$ cat src/core/pmx_pkg.sv
// Package with constants, codes and carrier types of the PWM mode switch and edge mux.
package pmx_pkg;

  // ****************************************************************
  // Sizes
  // ****************************************************************
  localparam int ENGINE_COUNT = 4;
  localparam int DUTY_WIDTH = 16;
  localparam int COUNT_WIDTH = 16;

  // ****************************************************************
  // Reset values
  // ****************************************************************
  localparam logic [3:0] MUX_CODE_RST = 4'h0;
  localparam logic [2:0] EDGE_CODE_RST = 3'h0;
  localparam logic [1:0] LEVEL_RST = 2'h1;

  // ****************************************************************
  // Timing
  // ****************************************************************
  localparam int CLK_PERIOD_PS = 20000;
  localparam int COARSE_STEP_PS = 4000;
  // Coarse edge step in system clocks; never below one cycle
  localparam int COARSE_STEP_CYC =
    (COARSE_STEP_PS / CLK_PERIOD_PS) < 1 ? 1 : (COARSE_STEP_PS / CLK_PERIOD_PS);

  // ****************************************************************
  // Edge source codes
  // ****************************************************************
  localparam logic [2:0] EDGE_OWN_A_RISE = 3'h0;
  localparam logic [2:0] EDGE_OWN_A_FALL = 3'h1;
  localparam logic [2:0] EDGE_OWN_B_RISE = 3'h2;
  localparam logic [2:0] EDGE_OWN_B_FALL = 3'h3;
  localparam logic [2:0] EDGE_NXT_A_RISE = 3'h4;
  localparam logic [2:0] EDGE_NXT_A_FALL = 3'h5;
  localparam logic [2:0] EDGE_NXT_B_RISE = 3'h6;
  localparam logic [2:0] EDGE_NXT_B_FALL = 3'h7;

  // ****************************************************************
  // Output combiner codes
  // ****************************************************************
  localparam logic [3:0] MUX_OWN = 4'h0;
  localparam logic [3:0] MUX_SYNTH = 4'h1;
  localparam logic [3:0] MUX_BLANK = 4'h2;
  localparam logic [3:0] MUX_CROSS = 4'h3;
  localparam logic [3:0] MUX_NXT1_A = 4'h4;
  localparam logic [3:0] MUX_NXT1_B = 4'h5;
  localparam logic [3:0] MUX_NXT1_BLANK = 4'h6;
  localparam logic [3:0] MUX_NXT2_BLANK = 4'h7;
  localparam logic [3:0] MUX_NXT3_BLANK = 4'h8;

  // ****************************************************************
  // Types
  // ****************************************************************
  // One-hot configuration level
  typedef enum logic [2:0] {
    PMX_LVL_BASE = 3'h1,
    PMX_LVL_MID = 3'h2,
    PMX_LVL_HIGH = 3'h4
  } pmx_level_type;

  // Per-engine configuration set (one of base, mid, high)
  typedef struct packed {
    logic comb_en;
    logic [3:0] mux_a;
    logic [3:0] mux_b;
    logic hires_en;
    logic match_b;
  } pmx_cfg_type;

  // Edge synthesizer control, one per engine
  typedef struct packed {
    logic en;
    logic [2:0] a_rise;
    logic [2:0] a_fall;
    logic [2:0] b_rise;
    logic [2:0] b_fall;
  } pmx_edge_ctl_type;

  // Four hysteresis thresholds
  typedef struct packed {
    logic [DUTY_WIDTH-1:0] low_lower;
    logic [DUTY_WIDTH-1:0] low_upper;
    logic [DUTY_WIDTH-1:0] high_lower;
    logic [DUTY_WIDTH-1:0] high_upper;
  } pmx_thresh_type;

endpackage

$ cat src/core/pmx_mode_mux.sv
// Automatic level selection, blanking signal, edge synthesis and output combiner.
`timescale 1ns/100ps
`default_nettype none
// Operation
// - Up to two extra levels switch automatically
// - Duty value picks base, mid or high set
// - Four thresholds form per-transition hysteresis pairs
// - Base to mid above upper, back below lower
// - Blanking signal high from window start to end
// - Synth uses own and next engine, wrapping
// - Four edges each pick one of eight sources
// - Codes 0-3 own events, 4-7 next engine
// - Cleared synth enable contributes no edges
// - Combiner selection follows active configuration set
// - Combiner disabled passes normal engine outputs
// - Combiner on forces coarse edge placement
// - Output A combiner code selects listed sources
// - Neighbour engine indices wrap modulo four
// - Overcurrent during output A ends pulse immediately
// - Option matches B width to truncated A
module pmx_mode_mux #(
  parameter int ENGINES = pmx_pkg::ENGINE_COUNT,
  parameter int DW = pmx_pkg::DUTY_WIDTH,
  parameter int CW = pmx_pkg::COUNT_WIDTH
) (
  // Clock and reset
  input wire logic sys_clk,
  input wire logic sys_rst,
  // Loop filter duty and level switching controls
  input wire logic [DW-1:0] filter_duty,
  input wire logic auto_en,
  input wire logic [1:0] levels_used,
  input wire pmx_pkg::pmx_thresh_type thresh,
  // Configuration sets per engine
  input wire pmx_pkg::pmx_cfg_type [ENGINES-1:0] base_level_config,
  input wire pmx_pkg::pmx_cfg_type [ENGINES-1:0] mid_level_config,
  input wire pmx_pkg::pmx_cfg_type [ENGINES-1:0] high_level_config,
  input wire pmx_pkg::pmx_edge_ctl_type [ENGINES-1:0] edge_synth_control,
  // Engine waveforms and blanking window times
  input wire logic [CW-1:0] pwm_count [ENGINES],
  input wire logic [CW-1:0] blank_start [ENGINES],
  input wire logic [CW-1:0] blank_end [ENGINES],
  input wire logic [ENGINES-1:0] raw_a,
  input wire logic [ENGINES-1:0] raw_b,
  // Current comparator pin
  input wire logic [ENGINES-1:0] current_trip_pin,
  // Gate drive outputs and status
  output logic [ENGINES-1:0] pwm_out_a,
  output logic [ENGINES-1:0] pwm_out_b,
  output logic [2:0] active_level,
  output logic [ENGINES-1:0] coarse_mode,
  output logic [ENGINES-1:0] limit_event
);

  // ****************************************************************
  // Helper functions
  // ****************************************************************
  // Neighbour index wrapping modulo the engine count
  function automatic int wrap_idx(input int n, input int off);
    return (n + off) % ENGINES;
  endfunction

  // ****************************************************************
  // Automatic level selection
  // ****************************************************************
  pmx_pkg::pmx_level_type level_q;
  pmx_pkg::pmx_level_type level_d;

  // Hysteretic next level; each boundary uses its own pair
  always_comb begin
    level_d = level_q;
    unique case (level_q)
      pmx_pkg::PMX_LVL_BASE: begin
        // Leave base only above the low-pair upper threshold
        if (levels_used != 2'h0 && filter_duty > thresh.low_upper) begin
          level_d = pmx_pkg::PMX_LVL_MID;
        end
      end
      pmx_pkg::PMX_LVL_MID: begin
        // Return to base only below the low-pair lower threshold
        if (filter_duty < thresh.low_lower) begin
          level_d = pmx_pkg::PMX_LVL_BASE;
        end else if (levels_used == 2'h2 && filter_duty > thresh.high_upper) begin
          level_d = pmx_pkg::PMX_LVL_HIGH;
        end
      end
      pmx_pkg::PMX_LVL_HIGH: begin
        // High pair gives the same hysteresis one step up
        if (filter_duty < thresh.high_lower) begin
          level_d = pmx_pkg::PMX_LVL_MID;
        end
      end
      default: begin
        // Illegal code recovers to base
        level_d = pmx_pkg::PMX_LVL_BASE;
      end
    endcase
  end

  // Level register; no software action needed to move
  always_ff @(posedge sys_clk) begin
    if (sys_rst) begin
      level_q <= pmx_pkg::PMX_LVL_BASE;
    end else if (!auto_en) begin
      // Without automatic switching the base set governs
      level_q <= pmx_pkg::PMX_LVL_BASE;
    end else begin
      level_q <= level_d;
    end
  end

  assign active_level = level_q;

  // ****************************************************************
  // Current trip synchroniser
  // ****************************************************************
  logic [ENGINES-1:0] trip_s1_q; // First stage, read only by the second
  logic [ENGINES-1:0] trip_s2_q;
  logic [ENGINES-1:0] trip_s3_q;
  logic [ENGINES-1:0] trip_q; // Accepted level, changes when s2 and s3 agree

  // Three stages plus an agreement flop; the comparator is asynchronous to this clock
  always_ff @(posedge sys_clk) begin
    if (sys_rst) begin
      trip_s1_q <= '0;
      trip_s2_q <= '0;
      trip_s3_q <= '0;
      trip_q <= '0;
    end else begin
      trip_s1_q <= current_trip_pin;
      trip_s2_q <= trip_s1_q;
      trip_s3_q <= trip_s2_q;
      trip_q <= (trip_s2_q & trip_s3_q) | (trip_q & (trip_s2_q | trip_s3_q));
    end
  end

  // ****************************************************************
  // Per-engine logic
  // ****************************************************************
  logic [ENGINES-1:0] blank_q; // Internal blanking window signal
  logic [ENGINES-1:0] a_trunc; // Output A after cycle-by-cycle limit
  logic [ENGINES-1:0] b_match; // Output B after width matching
  logic [ENGINES-1:0] synth_a;
  logic [ENGINES-1:0] synth_b;
  pmx_pkg::pmx_cfg_type cfg [ENGINES];

  genvar gi;
  generate
    for (gi = 0; gi < ENGINES; gi++) begin : g_eng
      localparam int N1 = wrap_idx(gi, 1);
      localparam int N2 = wrap_idx(gi, 2);
      localparam int N3 = wrap_idx(gi, 3);
      logic cut_q; // Pulse of A cut short in this cycle
      logic b_stop_q; // B held low after matched width ran out
      logic [CW-1:0] a_width_q; // Width of output A so far
      logic [CW-1:0] b_width_q; // Width of output B so far
      logic [CW-1:0] cut_width_q; // Truncated width of A
      logic [CW-1:0] coarse_cnt_q; // Coarse edge step timer
      logic coarse_tick;
      logic [3:0] sel_a;
      logic [3:0] sel_b;
      logic [8:0] src_a;
      logic [8:0] src_b;

      // Active configuration set follows the level, routing too
      always_comb begin
        unique case (level_q)
          pmx_pkg::PMX_LVL_MID: cfg[gi] = mid_level_config[gi];
          pmx_pkg::PMX_LVL_HIGH: cfg[gi] = high_level_config[gi];
          default: cfg[gi] = base_level_config[gi];
        endcase
      end

      // Blanking signal from window start to window end
      always_ff @(posedge sys_clk) begin
        if (sys_rst) begin
          blank_q[gi] <= 1'b0;
        end else if (pwm_count[gi] == blank_start[gi]) begin
          blank_q[gi] <= 1'b1;
        end else if (pwm_count[gi] == blank_end[gi]) begin
          blank_q[gi] <= 1'b0;
        end
      end

      // Cycle-by-cycle limit: trip while A conducts kills the pulse
      always_ff @(posedge sys_clk) begin
        if (sys_rst) begin
          cut_q <= 1'b0;
          a_width_q <= '0;
          cut_width_q <= '0;
        end else if (!raw_a[gi]) begin
          // Rearm at the end of the engine's A pulse
          cut_q <= 1'b0;
          a_width_q <= '0;
        end else begin
          if (!cut_q) begin
            a_width_q <= a_width_q + 1'b1;
          end
          if (trip_q[gi] && !cut_q) begin
            cut_q <= 1'b1;
            cut_width_q <= a_width_q;
          end
        end
      end

      // Combinational cut so the pulse ends in the trip cycle
      assign a_trunc[gi] = raw_a[gi] & ~cut_q & ~trip_q[gi];
      assign limit_event[gi] = raw_a[gi] & trip_q[gi] & ~cut_q;

      // Optional B width matching to the truncated A width
      always_ff @(posedge sys_clk) begin
        if (sys_rst) begin
          b_width_q <= '0;
          b_stop_q <= 1'b0;
        end else if (!raw_b[gi]) begin
          b_width_q <= '0;
          b_stop_q <= 1'b0;
        end else begin
          b_width_q <= b_width_q + 1'b1;
          if (cfg[gi].match_b && cut_width_q != '0 &&
              b_width_q + 1'b1 >= cut_width_q) begin
            b_stop_q <= 1'b1;
          end
        end
      end

      assign b_match[gi] = raw_b[gi] & ~b_stop_q;

      // Synthesizer takes own and next engine, last wraps to zero
      pmx_edge_synth u_synth (
        .sys_clk(sys_clk),
        .sys_rst(sys_rst),
        .ctl(edge_synth_control[gi]),
        .own_a(a_trunc[gi]),
        .own_b(b_match[gi]),
        .nxt_a(a_trunc[N1]),
        .nxt_b(b_match[N1]),
        .synth_a(synth_a[gi]),
        .synth_b(synth_b[gi])
      );

      // Source vectors ordered by combiner code
      assign src_a = {blank_q[N3], blank_q[N2], blank_q[N1], b_match[N1],
                      a_trunc[N1], b_match[gi], blank_q[gi], synth_a[gi], a_trunc[gi]};
      assign src_b = {blank_q[N3], blank_q[N2], blank_q[N1], b_match[N1],
                      a_trunc[N1], a_trunc[gi], blank_q[gi], synth_b[gi], b_match[gi]};
      // Codes above the list fall back to pass through
      assign sel_a = (cfg[gi].mux_a > pmx_pkg::MUX_NXT3_BLANK) ? pmx_pkg::MUX_OWN : cfg[gi].mux_a;
      assign sel_b = (cfg[gi].mux_b > pmx_pkg::MUX_NXT3_BLANK) ? pmx_pkg::MUX_OWN : cfg[gi].mux_b;

      // Coarse step timer used while the combiner is on
      always_ff @(posedge sys_clk) begin
        if (sys_rst || !cfg[gi].comb_en) begin
          coarse_cnt_q <= '0;
        end else if (coarse_cnt_q == CW'(pmx_pkg::COARSE_STEP_CYC - 1)) begin
          coarse_cnt_q <= '0;
        end else begin
          coarse_cnt_q <= coarse_cnt_q + 1'b1;
        end
      end

      assign coarse_tick = (coarse_cnt_q == CW'(pmx_pkg::COARSE_STEP_CYC - 1));
      // Hires placement is ignored while the combiner is on
      assign coarse_mode[gi] = cfg[gi].comb_en;

      // Registered gate drive outputs
      always_ff @(posedge sys_clk) begin
        if (sys_rst) begin
          pwm_out_a[gi] <= 1'b0;
          pwm_out_b[gi] <= 1'b0;
        end else if (!cfg[gi].comb_en) begin
          // Combiner off: normal waveform drives the outputs
          pwm_out_a[gi] <= a_trunc[gi];
          pwm_out_b[gi] <= b_match[gi];
        end else if (coarse_tick) begin
          // Combiner on: edges land on the coarse grid only
          pwm_out_a[gi] <= src_a[sel_a];
          pwm_out_b[gi] <= src_b[sel_b];
        end
      end
    end
  endgenerate

endmodule // pmx_mode_mux
`default_nettype wire

$ cat src/core/pmx_edge_synth.sv
// Edge synthesizer building two outputs from edges of its own and the next engine.
`timescale 1ns/100ps
`default_nettype none
module pmx_edge_synth (
  // Clock and reset
  input wire logic sys_clk,
  input wire logic sys_rst,
  // Control
  input wire pmx_pkg::pmx_edge_ctl_type ctl,
  // Engine outputs after limit and B matching, own then next
  input wire logic own_a,
  input wire logic own_b,
  input wire logic nxt_a,
  input wire logic nxt_b,
  // Synthesized outputs
  output logic synth_a,
  output logic synth_b
);

  // ****************************************************************
  // Edge detection
  // ****************************************************************
  logic [3:0] prev_q; // Previous levels of own A, own B, next A, next B
  logic [7:0] evt; // Eight source events in code order

  // Remember last level to spot edges
  always_ff @(posedge sys_clk) begin
    if (sys_rst) begin
      prev_q <= 4'h0;
    end else begin
      prev_q <= {nxt_b, nxt_a, own_b, own_a};
    end
  end

  // Events indexed by source code
  always_comb begin
    evt[0] = own_a & ~prev_q[0];
    evt[1] = ~own_a & prev_q[0];
    evt[2] = own_b & ~prev_q[1];
    evt[3] = ~own_b & prev_q[1];
    evt[4] = nxt_a & ~prev_q[2];
    evt[5] = ~nxt_a & prev_q[2];
    evt[6] = nxt_b & ~prev_q[3];
    evt[7] = ~nxt_b & prev_q[3];
  end

  // ****************************************************************
  // Output latches
  // ****************************************************************
  // Each edge has its own selector; rise wins if both fire at once
  always_ff @(posedge sys_clk) begin
    if (sys_rst) begin
      synth_a <= 1'b0;
      synth_b <= 1'b0;
    end else if (!ctl.en) begin
      // Disabled synthesizer contributes no edges
      synth_a <= 1'b0;
      synth_b <= 1'b0;
    end else begin
      if (evt[ctl.a_rise]) begin
        synth_a <= 1'b1;
      end else if (evt[ctl.a_fall]) begin
        synth_a <= 1'b0;
      end
      if (evt[ctl.b_rise]) begin
        synth_b <= 1'b1;
      end else if (evt[ctl.b_fall]) begin
        synth_b <= 1'b0;
      end
    end
  end

endmodule // pmx_edge_synth
`default_nettype wire

$ cat config.mk
export PLATFORM = sky130hd
export DESIGN_NAME = pmx_mode_mux
export DESIGN_NICKNAME = d
export VERILOG_FILES = /design/src/core/pmx_pkg.sv /design/src/core/pmx_mode_mux.sv /design/src/core/pmx_edge_synth.sv
export SDC_FILE = /design/constraint.sdc
export NUM_CORES = 1
export LEC_CHECK = 0
export BUFFER_PORTS_ARGS = -buffer_cell sky130_fd_sc_hd__buf_2
export CAP_MARGIN = 20
export CORE_ASPECT_RATIO = 0.5
export CORE_MARGIN = 1.5
export CORE_UTILIZATION = 45
export CTS_CLUSTER_DIAMETER = 150
export CTS_CLUSTER_SIZE = 28
export DETAILED_ROUTE_END_ITERATION = 10
export GPL_ROUTABILITY_DRIVEN = 0
export PLACE_DENSITY = 0.76
export SLEW_MARGIN = 10
export SYNTH_ARGS = -nofsm -noshare
export SYNTH_HDL_FRONTEND = slang
export SYNTH_SLANG_ARGS = --single-unit
$ cat constraint.sdc
create_clock -name sys_clk -period 2.9 [get_ports sys_clk]
set_input_delay 0.29 -clock sys_clk [delete_from_list [all_inputs] [get_ports sys_clk]]
set_output_delay 0.29 -clock sys_clk [all_outputs]
set_load 0.05 [all_outputs]
==> flow_summary_export.csv, run 1 <==
group,metric,value,unit
setup_path,critPathRequiredTime,2.61,ns
setup_path,cp_top_family,"buffers and inverters",
yosys,synth.area.top_cells,"dfxtp_1 31%, ha_1 8.9%, xor2_1 7.0%, xnor2_1 5.8%, nand2_1 4.6%",
place,postPlaceCellArea,0.0230,mm^2
yosys,synth-main-ff-cell,"dfxtp_1",
setup_path,cp_common_cell,"buf_4",
route,via_count,19400,
yosys,synth_edf_count,0,
clock_network,clockBufferDepth,3,
setup_path,end_kind,"output pin",
place,place.port_buffers,479,
route,highest_layer,"met5",
pwr,p_per_area,361,mW/mm^2
route,wl_met2,30200,um
timing,rsz0062_at_grt,"true",
route,firstDrtPassIters,7,
setup_path,critical_path_class,"reg2out",
route,wl_per_cell,20.4,um
clock_network,h-tree-depth,1,
yosys,synth_cell_type_count,76,
yosys,netlist_instances,2392,
route,wl,70400,um
timing,fin_crit_sh,96.1,%
timing,tns,0,ns
yosys,ys_top_cells_by_count,"311 x dfxtp_1, 246 x nand2_1, 223 x nor2_1",
run_status,outcome,"finished clean",
yosys,synthArstFlopShare,0,%
global_routing,grt_pass1_wl,105000,um
layout,area_delta_synth_final,17.9,%
route,drc,0,
timing,tightest_slew,0.913,ns
yosys,syn_area_per_cell,8.35,um^2
pwr,leakage,9.83,nW
setup_path,critPathMaxStageDelay,0.39,ns
yosys,ys_warn_count,0,
route,ant_nets,0,
clock_network,clkTransAtPathRegs,0.11,ns
clock_network,clock_sink_count,311,
yosys,synth.largest_area_cell,"dfxtp_1",
clock_network,cts_tree,"yes",
route,drt_iter0_markers,2115,
place,dp.final_hpwl,58400,um
timing,fmax,359,MHz
die,start_util,45.7,%
die,ios,492,
setup_path,path_cells,"nand2b_2 > buf_4 > o22a_1 > o22ai_1 > a21oi_2 > buf_4 > buf_12",
layout,drive_gt1_share,21.1,%
min_path,hp-class,"in2reg",
layout,final_area,0.0236,mm^2
timing,finalSetupViolations,0,
global_routing,antenna_found_initial,36,
die,dieArea,0.0457,mm^2
timing,drv_slew,0,
setup_path,cp.buffers_inverters,3,
global_routing,grt-ovfl-total,0,
setup_path,cpMaxStageDelayCell,"dfxtp_1",
die,die_h,152,um
die,die_w,301,um
clock_network,cts_setup_buffers,0,
route,vias_per_cell,5.63,
yosys,syn_area,0.0200,mm^2
setup_path,startpoint_type,"flop",
clock_network,cts_buffers,15,
timing,finClkSkew,0.0328,ns
clock_network,clk_latency,0.53,ns
yosys,ys_seq_area_share,31.2,%
yosys,ys_ff_latch,311,
timing,hold_viol_final,0,
die,row_count,54,
setup_path,cp_max_fo,18,
global_routing,grtUsageTotal,29.7,%
yosys,yosysMostFrequentCell,"dfxtp_1",
layout,final_nets,3450,
global_routing,grt_max_degree,67,
global_routing,grt_pass1_vias,18400,
die,core,0.0437,mm^2
timing,period_minus_slack,2.79,ns
yosys,syn_nets,3007,
run,drv_cap,0,
route,wl_met1,29300,um
yosys,yosysTopAreaCellShare,31.2,%
setup_path,cp.arrival,2.50,ns
pwr,vdd_drop_max,0.298,mV
timing,slew_headroom,39.2,%
route,wl_met3,8090,um
clock_network,cts_root_buffer,"clkbuf_16",
-- per-stage QoR --
stage / power [mW] / std cells / util (%) / worst slack (ns) / hold slack (ns)
2_1_floorplan: 5.37 / 2392 / - / 0.278 / 0.414
3_3_place_gp: 6.13 / 3405 / 52.6 / 0.173 / 0.418
3_5_place_dp: 6.17 / 3405 / 52.6 / 0.123 / 0.420
4_1_cts: 8.51 / 3423 / 53.6 / 0.0857 / 0.00452
5_1_grt: 8.81 / 3441 / 53.8 / -0.0333 / 0.000138
6_report: 8.50 / 3453 / 53.9 / 0.114 / 0.00841
-- placed cells by master, fill, tap and decap left out, drive strengths merged, types with 50 or more instances in the layout --
cell type / n
buf: 510
ha: 142
nand4: 68
xor2: 159
xnor2: 133
a21oi: 130
nor2b: 97
nor4: 51
o221ai: 64
nand2: 246
nand3: 73
dfxtp: 311
inv: 159
o21ai: 50
nor2: 223
-- per-layer routing --
layer | vias up | GRT usage (%)
met2 | 811 | 44.4
li1 | 9301 | -
met5 | - | 1.97
met4 | 14 | 10.6
met3 | 175 | 12.2
met1 | 9143 | 38.1
-- repair_timing --
item / 4_1_cts / 5_1_grt
resized for setup: 0 / 14
hold endpoints to repair: 1 / 0
hold buffers: 1 / 0
endpoints found under the setup margin: 0 / 3
-- cell families (layout without fill, tap and decap cells) --
kind of cell	count (synthesis)	after routing	share of synthesized area, %
buf+inv	247	690	4.89
compound gates	394	394	13.4
xor+xnor	292	292	12.8
fa+ha+maj	142	142	8.89
simple gates	931	931	23.1
mux	75	75	5.79
flops	311	311	31.2
other cells	0	30	0
-- area by class of cell --
type                            count  area [um^2]
Timing Repair Buffer              511         2670
Multi-Input combinational cell   1834        12800
Antenna cell                       30         75.1
Clock inverter                      2         38.8
Sequential cell                   311         6230
Tap cell                          588          736
Clock buffer                       15          375
Fill cell                        4020        20200
Inverter                          162          608
-- report_power, final --
part	switching, mW	internal, mW
logic	1.01	0.757
registers	0.0441	4.31
clock network	1.41	0.968
-- worst paths after layout --
check / startpoint / cells after the start / slack (ns) / endpoint
min: current_trip_pin[3] / 2 / 0.008 / trip_s1_q[3]
max: active_level[0] / 7 / 0.11 / coarse_mode[2]
max reg2reg: g_eng[1].b_width_q[2] / 10 / 0.17 / g_eng[1].b_stop_q
min reg2reg: trip_s1_q[3] / 1 / 0.44 / trip_s2_q[3]
-- worst reg2reg max path, delay by kind of cell (launching register included) --
family | cells | cell delay [ns]
AO/OA/AOI/OAI | 4 | 0.87
AND/OR/NAND/NOR | 4 | 0.82
flip-flops | 1 | 0.40
adder cells (fa/ha/maj) | 1 | 0.29
XOR/XNOR | 1 | 0.22
-- state kept, by name, indices dropped and copies added, names as in the netlist, 8 cells and up --
signal / cells
g_eng.a_width_q: 64
g_eng.b_width_q: 64
g_eng.coarse_cnt_q: 64
g_eng.cut_width_q: 64
g_eng.u_synth.prev_q: 8
(Power assumes the default switching activity.)
==> run 2: changes to the inputs <==
Settings changed: SYNTH_HIERARCHICAL set to 1.
==> run 2 against run 1 <==
  * Via count grew 2.0%
  * Clock skew grew 0.0046 ns
  * Sequential cell count grew 8
  * Cell count grew 2.3%
  * Utilization shrank 0.26 points
  * Die area grew 3.1%
  * Sequential power grew 3%
  * First-iteration DRC count shrank 31%
  * Fmax shrank 2.3%
  * Register-to-register slack gained 0.04 ns
  * Non-clock buffer count grew 14
  * Setup slack lost 0.066 ns
==> flow_summary_export.csv, run 2 <==
group,metric,value,unit
yosys,ys_warn_count,6,
die,ios,492,
route,firstDrtPassIters,8,
run_status,outcome,"finished clean",
route,wl_per_cell,19.3,um
timing,fin_ws,0.0477,ns
die,dieArea,0.0471,mm^2
route,drt_iter0_markers,1455,
clock_network,clockBufferDepth,3,
layout,num-fill-cells,4133,
clock_network,clkTransAtPathRegs,0.12,ns
timing,period_minus_slack,2.85,ns
pwr,leakage,10.4,nW
yosys,synth.largest_area_cell,"dfxtp_1",
yosys,yosysMostFrequentCell,"dfxtp_1",
yosys,ys_ff_latch,319,
setup_path,cp_top_family,"buffers and inverters",
timing,rsz0062_at_grt,"true",
layout,drive_gt1_share,20.3,%
die,start_util,45.6,%
setup_path,path_cells,"nand2b_4 > buf_4 > o221ai_1 > a2bb2oi_4 > clkbuf_4",
yosys,netlist_instances,2455,
layout,layout_commonest_cell,"buf_2",
route,vias_per_cell,5.62,
setup_path,cp.buffers_inverters,2,
layout,final_nets,3533,
global_routing,grt_pass1_vias,18700,
clock_network,cts_tree,"yes",
timing,finClkSkew,0.0374,ns
yosys,syn_area_per_cell,8.39,um^2
place,dp_cells,3495,
route,ant_nets,0,
route,via_count,19800,
setup_path,end_kind,"output pin",
timing,fmax,351,MHz
yosys,ys_top_cells_by_count,"319 x dfxtp_1, 217 x nor2_1, 200 x nand2_1",
global_routing,grt-ovfl-total,0,
pwr,vdd_drop_max,0.315,mV
place,dp_slack,0.158,ns
min_path,hp-class,"in2reg",
timing,hold_viol_final,0,
yosys,ys_seq_area_share,31.0,%
die,die_h,154,um
setup_path,cp.arrival,2.56,ns
yosys,yosysTopAreaCellShare,31.0,%
timing,fin_crit_sh,98.4,%
clock_network,cts_buffers,15,
yosys,synth_cell_type_count,79,
timing,finalSetupViolations,0,
setup_path,critPathMaxStageDelay,0.50,ns
global_routing,grt_pass1_wl,104000,um
clock_network,clock_sink_count,319,
setup_path,cpMaxStageDelayCell,"dfxtp_1",
setup_path,critical_path_class,"reg2out",
route,wl,68200,um
layout,area_delta_synth_final,17.7,%
yosys,synth.area.top_cells,"dfxtp_1 31%, ha_1 8.6%, xor2_1 7.2%, xnor2_1 5.5%, nor2b_1 4.4%",
clock_network,cts_setup_buffers,0,
setup_path,cp_max_fo,30,
layout,fin_cells,3531,
setup_path,startpoint_type,"flop",
yosys,synthArstFlopShare,0,%
timing,drv_slew,0,
layout,multiInputGateArea,0.0132,mm^2
run,drv_cap,0,
global_routing,grt_max_degree,59,
clock_network,clk_latency,0.53,ns
die,die_w,306,um
setup_path,critPathRequiredTime,2.61,ns
pwr,power.total,8.66,mW
timing,holdWs,0.0179,ns
yosys,syn_nets,3070,
timing,tightest_slew,0.826,ns
die,core,0.0452,mm^2
yosys,synth_edf_count,0,
yosys,syn_area,0.0206,mm^2
place,place.port_buffers,479,
global_routing,antenna_found_initial,39,
clock_network,cts_root_buffer,"clkbuf_16",
timing,slew_headroom,44.8,%
die,row_count,55,
pwr,p_per_area,357,mW/mm^2
route,drc,0,
yosys,synth-main-ff-cell,"dfxtp_1",
clock_network,h-tree-depth,1,
layout,final_cell_mix,"476 x buf_2, 317 x dfxtp_1, 215 x nor2_1",
global_routing,grtUsageTotal,28.0,%
layout,layout.area.seq,0.00639,mm^2
place,dp.final_hpwl,56100,um
[run 2: changes by cell type after synthesis, moves of 10 or more]
| cell | before | now |
|---|---|---|
| a21o_1 | 29 | 42 |
| a21oi_1 | 130 | 119 |
| inv_1 | 158 | 174 |
| mux2i_1 | 38 | 48 |
| mux4_2 | 32 | 12 |
| nand2_1 | 246 | 200 |
| nand3_1 | 73 | 85 |
| nand3b_1 | 3 | 16 |
| nand4_1 | 68 | 78 |
| nor2b_1 | 97 | 144 |
| nor3_1 | 33 | 17 |
| nor3b_1 | 3 | 14 |
| xor2_1 | 159 | 170 |
[run 2: stage by stage]
stage / utilization (%) / setup TNS (ns) / area [um^2]
floorplan: - / 0 / 20600
global placement: 52.5 / 0 / 23700
detailed placement: 52.5 / 0 / 23700
CTS: 53.4 / 0 / 24200
global route: 53.6 / -0.0423 / 24200
finish: 53.6 / 0 / 24200
[run 2: cell families after synthesis]
group           Yosys count  synth area share [%]
simple gates            956                  24.2
compound gates          414                  14.1
flops                   319                  31.0
xor+xnor                299                  12.7
buf+inv                 259                  5.14
fa+ha+maj               142                  8.62
mux                      66                  4.26
[run 2: report_power, final]
part           switching (mW)  total [mW]  internal (mW)
clock                    1.42        2.38          0.961
combinational            1.02        1.79          0.776
sequential             0.0475        4.48           4.43
[run 2: repair_timing]
action / 4_1_cts / 5_1_grt
endpoints found under the hold margin: 2 / 1
gates resized for setup: 3 / 11
pin swaps: 1 / 0
gates cloned: 1 / 0
endpoints found under the setup margin: 3 / 7
hold buffers: 2 / 1
[run 2: cell type report]
class / count / area share [%]
Clock inverter: 1 / 0.0826
Sequential cell: 319 / 26.4
Tap cell: 598 / 3.09
Multi-Input combinational cell: 1878 / 54.5
Timing Repair Buffer: 525 / 11.5
Inverter: 179 / 2.77
Clock buffer: 15 / 1.55
Antenna cell: 16 / 0.165
[run 2: worst paths after layout]
path	depth (start not counted)	slack, ns	endpoint	from
setup / recovery	5	0.05	coarse_mode[3]	active_level[0]
hold / removal	2	0.02	trip_s1_q[3]	current_trip_pin[3]
setup reg to reg	11	0.21	g_eng[0].b_stop_q	g_eng[0].b_width_q[2]
hold reg to reg	1	0.45	trip_s2_q[2]	trip_s1_q[2]
[run 2: per-layer routing]
metal / wire, um / vias to the layer above / global-route usage (%) / share of wire, %
li1: - / 9585 / - / -
met1: 27800 / 9284 / 34.8 / 41
met2: 31300 / 759 / 47.3 / 46
met3: 5780 / 195 / 6.22 / 8.5
met4: 3280 / 12 / 11.5 / 4.8
met5: 71 / - / 0 / 0.10
==> run 3: changes to the inputs <==
Settings changed: ABC_AREA set to 0, CTS_BUF_LIST set to sky130_fd_sc_hd__clkbuf_4.
==> run 3 against run 2 <==
  * Fmax rose by 0.83%
  * First-iteration DRC count rose by 9.2%
  * Critical path type unchanged
  * Setup slack improved by 0.024 ns
  * Critical path depth rose by 2
  * Via count rose by 2.1%
  * Power fell by 7.8%
  * Largest cell class unchanged
==> flow_summary_export.csv, run 3 (same netlist as run 2, synthesis figures left out) <==
group,metric,value,unit
setup_path,rr_worst_depth,7,
route,drc,0,
run_status,outcome,"finished clean",
timing,fin_ws,0.0713,ns
timing,tightest_slew,0.779,ns
run,drv_cap,0,
setup_path,startpoint_type,"flop",
place,dp.final_hpwl,56100,um
clock_network,clk_latency,0.78,ns
clock_network,h-tree-depth,1,
layout,final_area,0.0247,mm^2
layout,layout.area.seq,0.00640,mm^2
clock_network,clockBufferDepth,3,
route,vias_per_cell,5.61,
pwr,power.total,7.98,mW
timing,fin_crit_sh,97.5,%
layout,num-fill-cells,4107,
pwr,vdd_drop_max,0.221,mV
clock_network,clock_sink_count,319,
setup_path,cp_max_fo,18,
route,firstDrtPassIters,8,
die,start_util,45.6,%
setup_path,r2r-start,"g_eng[2].cut_q",
route,via_count,20200,
setup_path,critPathRequiredTime,2.61,ns
setup_path,end_kind,"output pin",
route,ant_nets,0,
pwr,leakage,10.5,nW
place,dp_cells,3495,
clock_network,cts_tree,"yes",
global_routing,grtUsageTotal,28.5,%
clock_network,cts_buffers,15,
min_path,hold_depth,4,
place,postPlaceCellArea,0.0237,mm^2
layout,final_nets,3603,
timing,tns,0,ns
timing,finalSetupViolations,0,
layout,layout_commonest_cell,"buf_2",
layout,final_core_util,54.6,%
die,die_h,154,um
layout,final_cell_mix,"474 x buf_2, 312 x dfxtp_1, 216 x nor2_1",
timing,finClkSkew,0.0825,ns
die,dieArea,0.0471,mm^2
setup_path,cp.arrival,2.54,ns
layout,area_delta_synth_final,19.8,%
timing,drv_slew,0,
place,dp_slack,0.158,ns
timing,rsz0062_at_grt,"false",
route,drt_iter0_markers,1589,
timing,fmax,354,MHz
route,wl_per_cell,19.3,um
setup_path,critPathLaunch,"active_level[0]",
clock_network,clkTransAtPathRegs,0.33,ns
die,core,0.0452,mm^2
die,row_count,55,
min_path,min_from,"levels_used[0]",
die,die_w,306,um
timing,hold_viol_final,0,
global_routing,grt_pass1_wl,106000,um
place,place.port_buffers,479,
layout,fin_cells,3605,
global_routing,antenna_found_initial,39,
route,wl,69400,um
timing,holdWs,0.0337,ns
die,ios,492,
setup_path,critical_path_class,"reg2out",
layout,multiInputGateArea,0.0132,mm^2
pwr,p_per_area,323,mW/mm^2
global_routing,grt_max_degree,59,
global_routing,grt_pass1_vias,19100,
timing,slew_headroom,48.1,%
min_path,hp-class,"in2reg",
timing,period_minus_slack,2.83,ns
clock_network,cts_root_buffer,"clkbuf_4",
layout,drive_gt1_share,20.2,%
global_routing,grt-ovfl-total,0,
run 3: cell types whose count changed in the layout (fill, tap and decap cells not counted), moves of 2 or more:
| cell | before | now |
|---|---|---|
| clkbuf_4 | 1 | 17 |
| dfxtp_2 | 1 | 5 |
| dfxtp_1 | 317 | 312 |
| buf_2 | 476 | 474 |
| dlygate4sd3_1 | 3 | 66 |
| diode_2 | 16 | 20 |
| buf_4 | 42 | 48 |
| clkbuf_16 | 15 | 0 |
run 3: per-layer routing:
layer | vias to the layer above | share of wire, % | wire (um) | track usage (%)
li1 | 9726 | - | - | -
met1 | 9451 | 40 | 28000 | 35.0
met2 | 844 | 46 | 32200 | 48.7
met3 | 217 | 8.7 | 6010 | 6.37
met4 | 4 | 4.6 | 3210 | 11.1
met5 | - | 0.030 | 21 | 0
run 3: repair_timing:
| item | in CTS | in global routing |
|---|---|---|
| cloned | 2 | 0 |
| hold buffers | 65 | 1 |
| setup endpoints to repair | 4 | 11 |
| setup buffers | 5 | 2 |
| pin swaps | 1 | 2 |
| resized for setup | 6 | 17 |
| hold endpoints to repair | 31 | 1 |
run 3: final cells by class:
class	instances	area share, %
Sequential cell	319	25.9
Clock buffer	15	0.456
Timing Repair Buffer	594	14.1
Inverter	179	2.73
Antenna cell	20	0.203
Tap cell	598	3.03
Clock inverter	1	0.0811
Multi-Input combinational cell	1879	53.5
run 3: path summary, 6_finish.rpt:
path                               to  slack (ns)
max                    coarse_mode[1]        0.07
min                   active_level[2]        0.03
max reg2reg  g_eng[2].u_synth/synth_b        0.12
min reg2reg              trip_s2_q[2]        0.47
run 3: report_power, final:
| group | internal (mW) | total (mW) | leakage [nW] | switching [mW] |
|---|---|---|---|---|
| sequential | 4.45 | 4.50 | 2.58 | 0.0476 |
| clock | 0.262 | 1.60 | 0.0789 | 1.34 |
| combinational | 0.835 | 1.88 | 7.88 | 1.04 |
| total | 5.55 | 7.98 | 10.5 | 2.43 |
run 3: worst max-delay path, stage by stage, from the launching register on:
cell	delay [ns]
dfxtp_4	0.45
buf_4	0.18
inv_1	0.13
buf_4	0.26
o22ai_1	0.13
a21oi_2	0.20
buf_4	0.24
buf_12	0.16
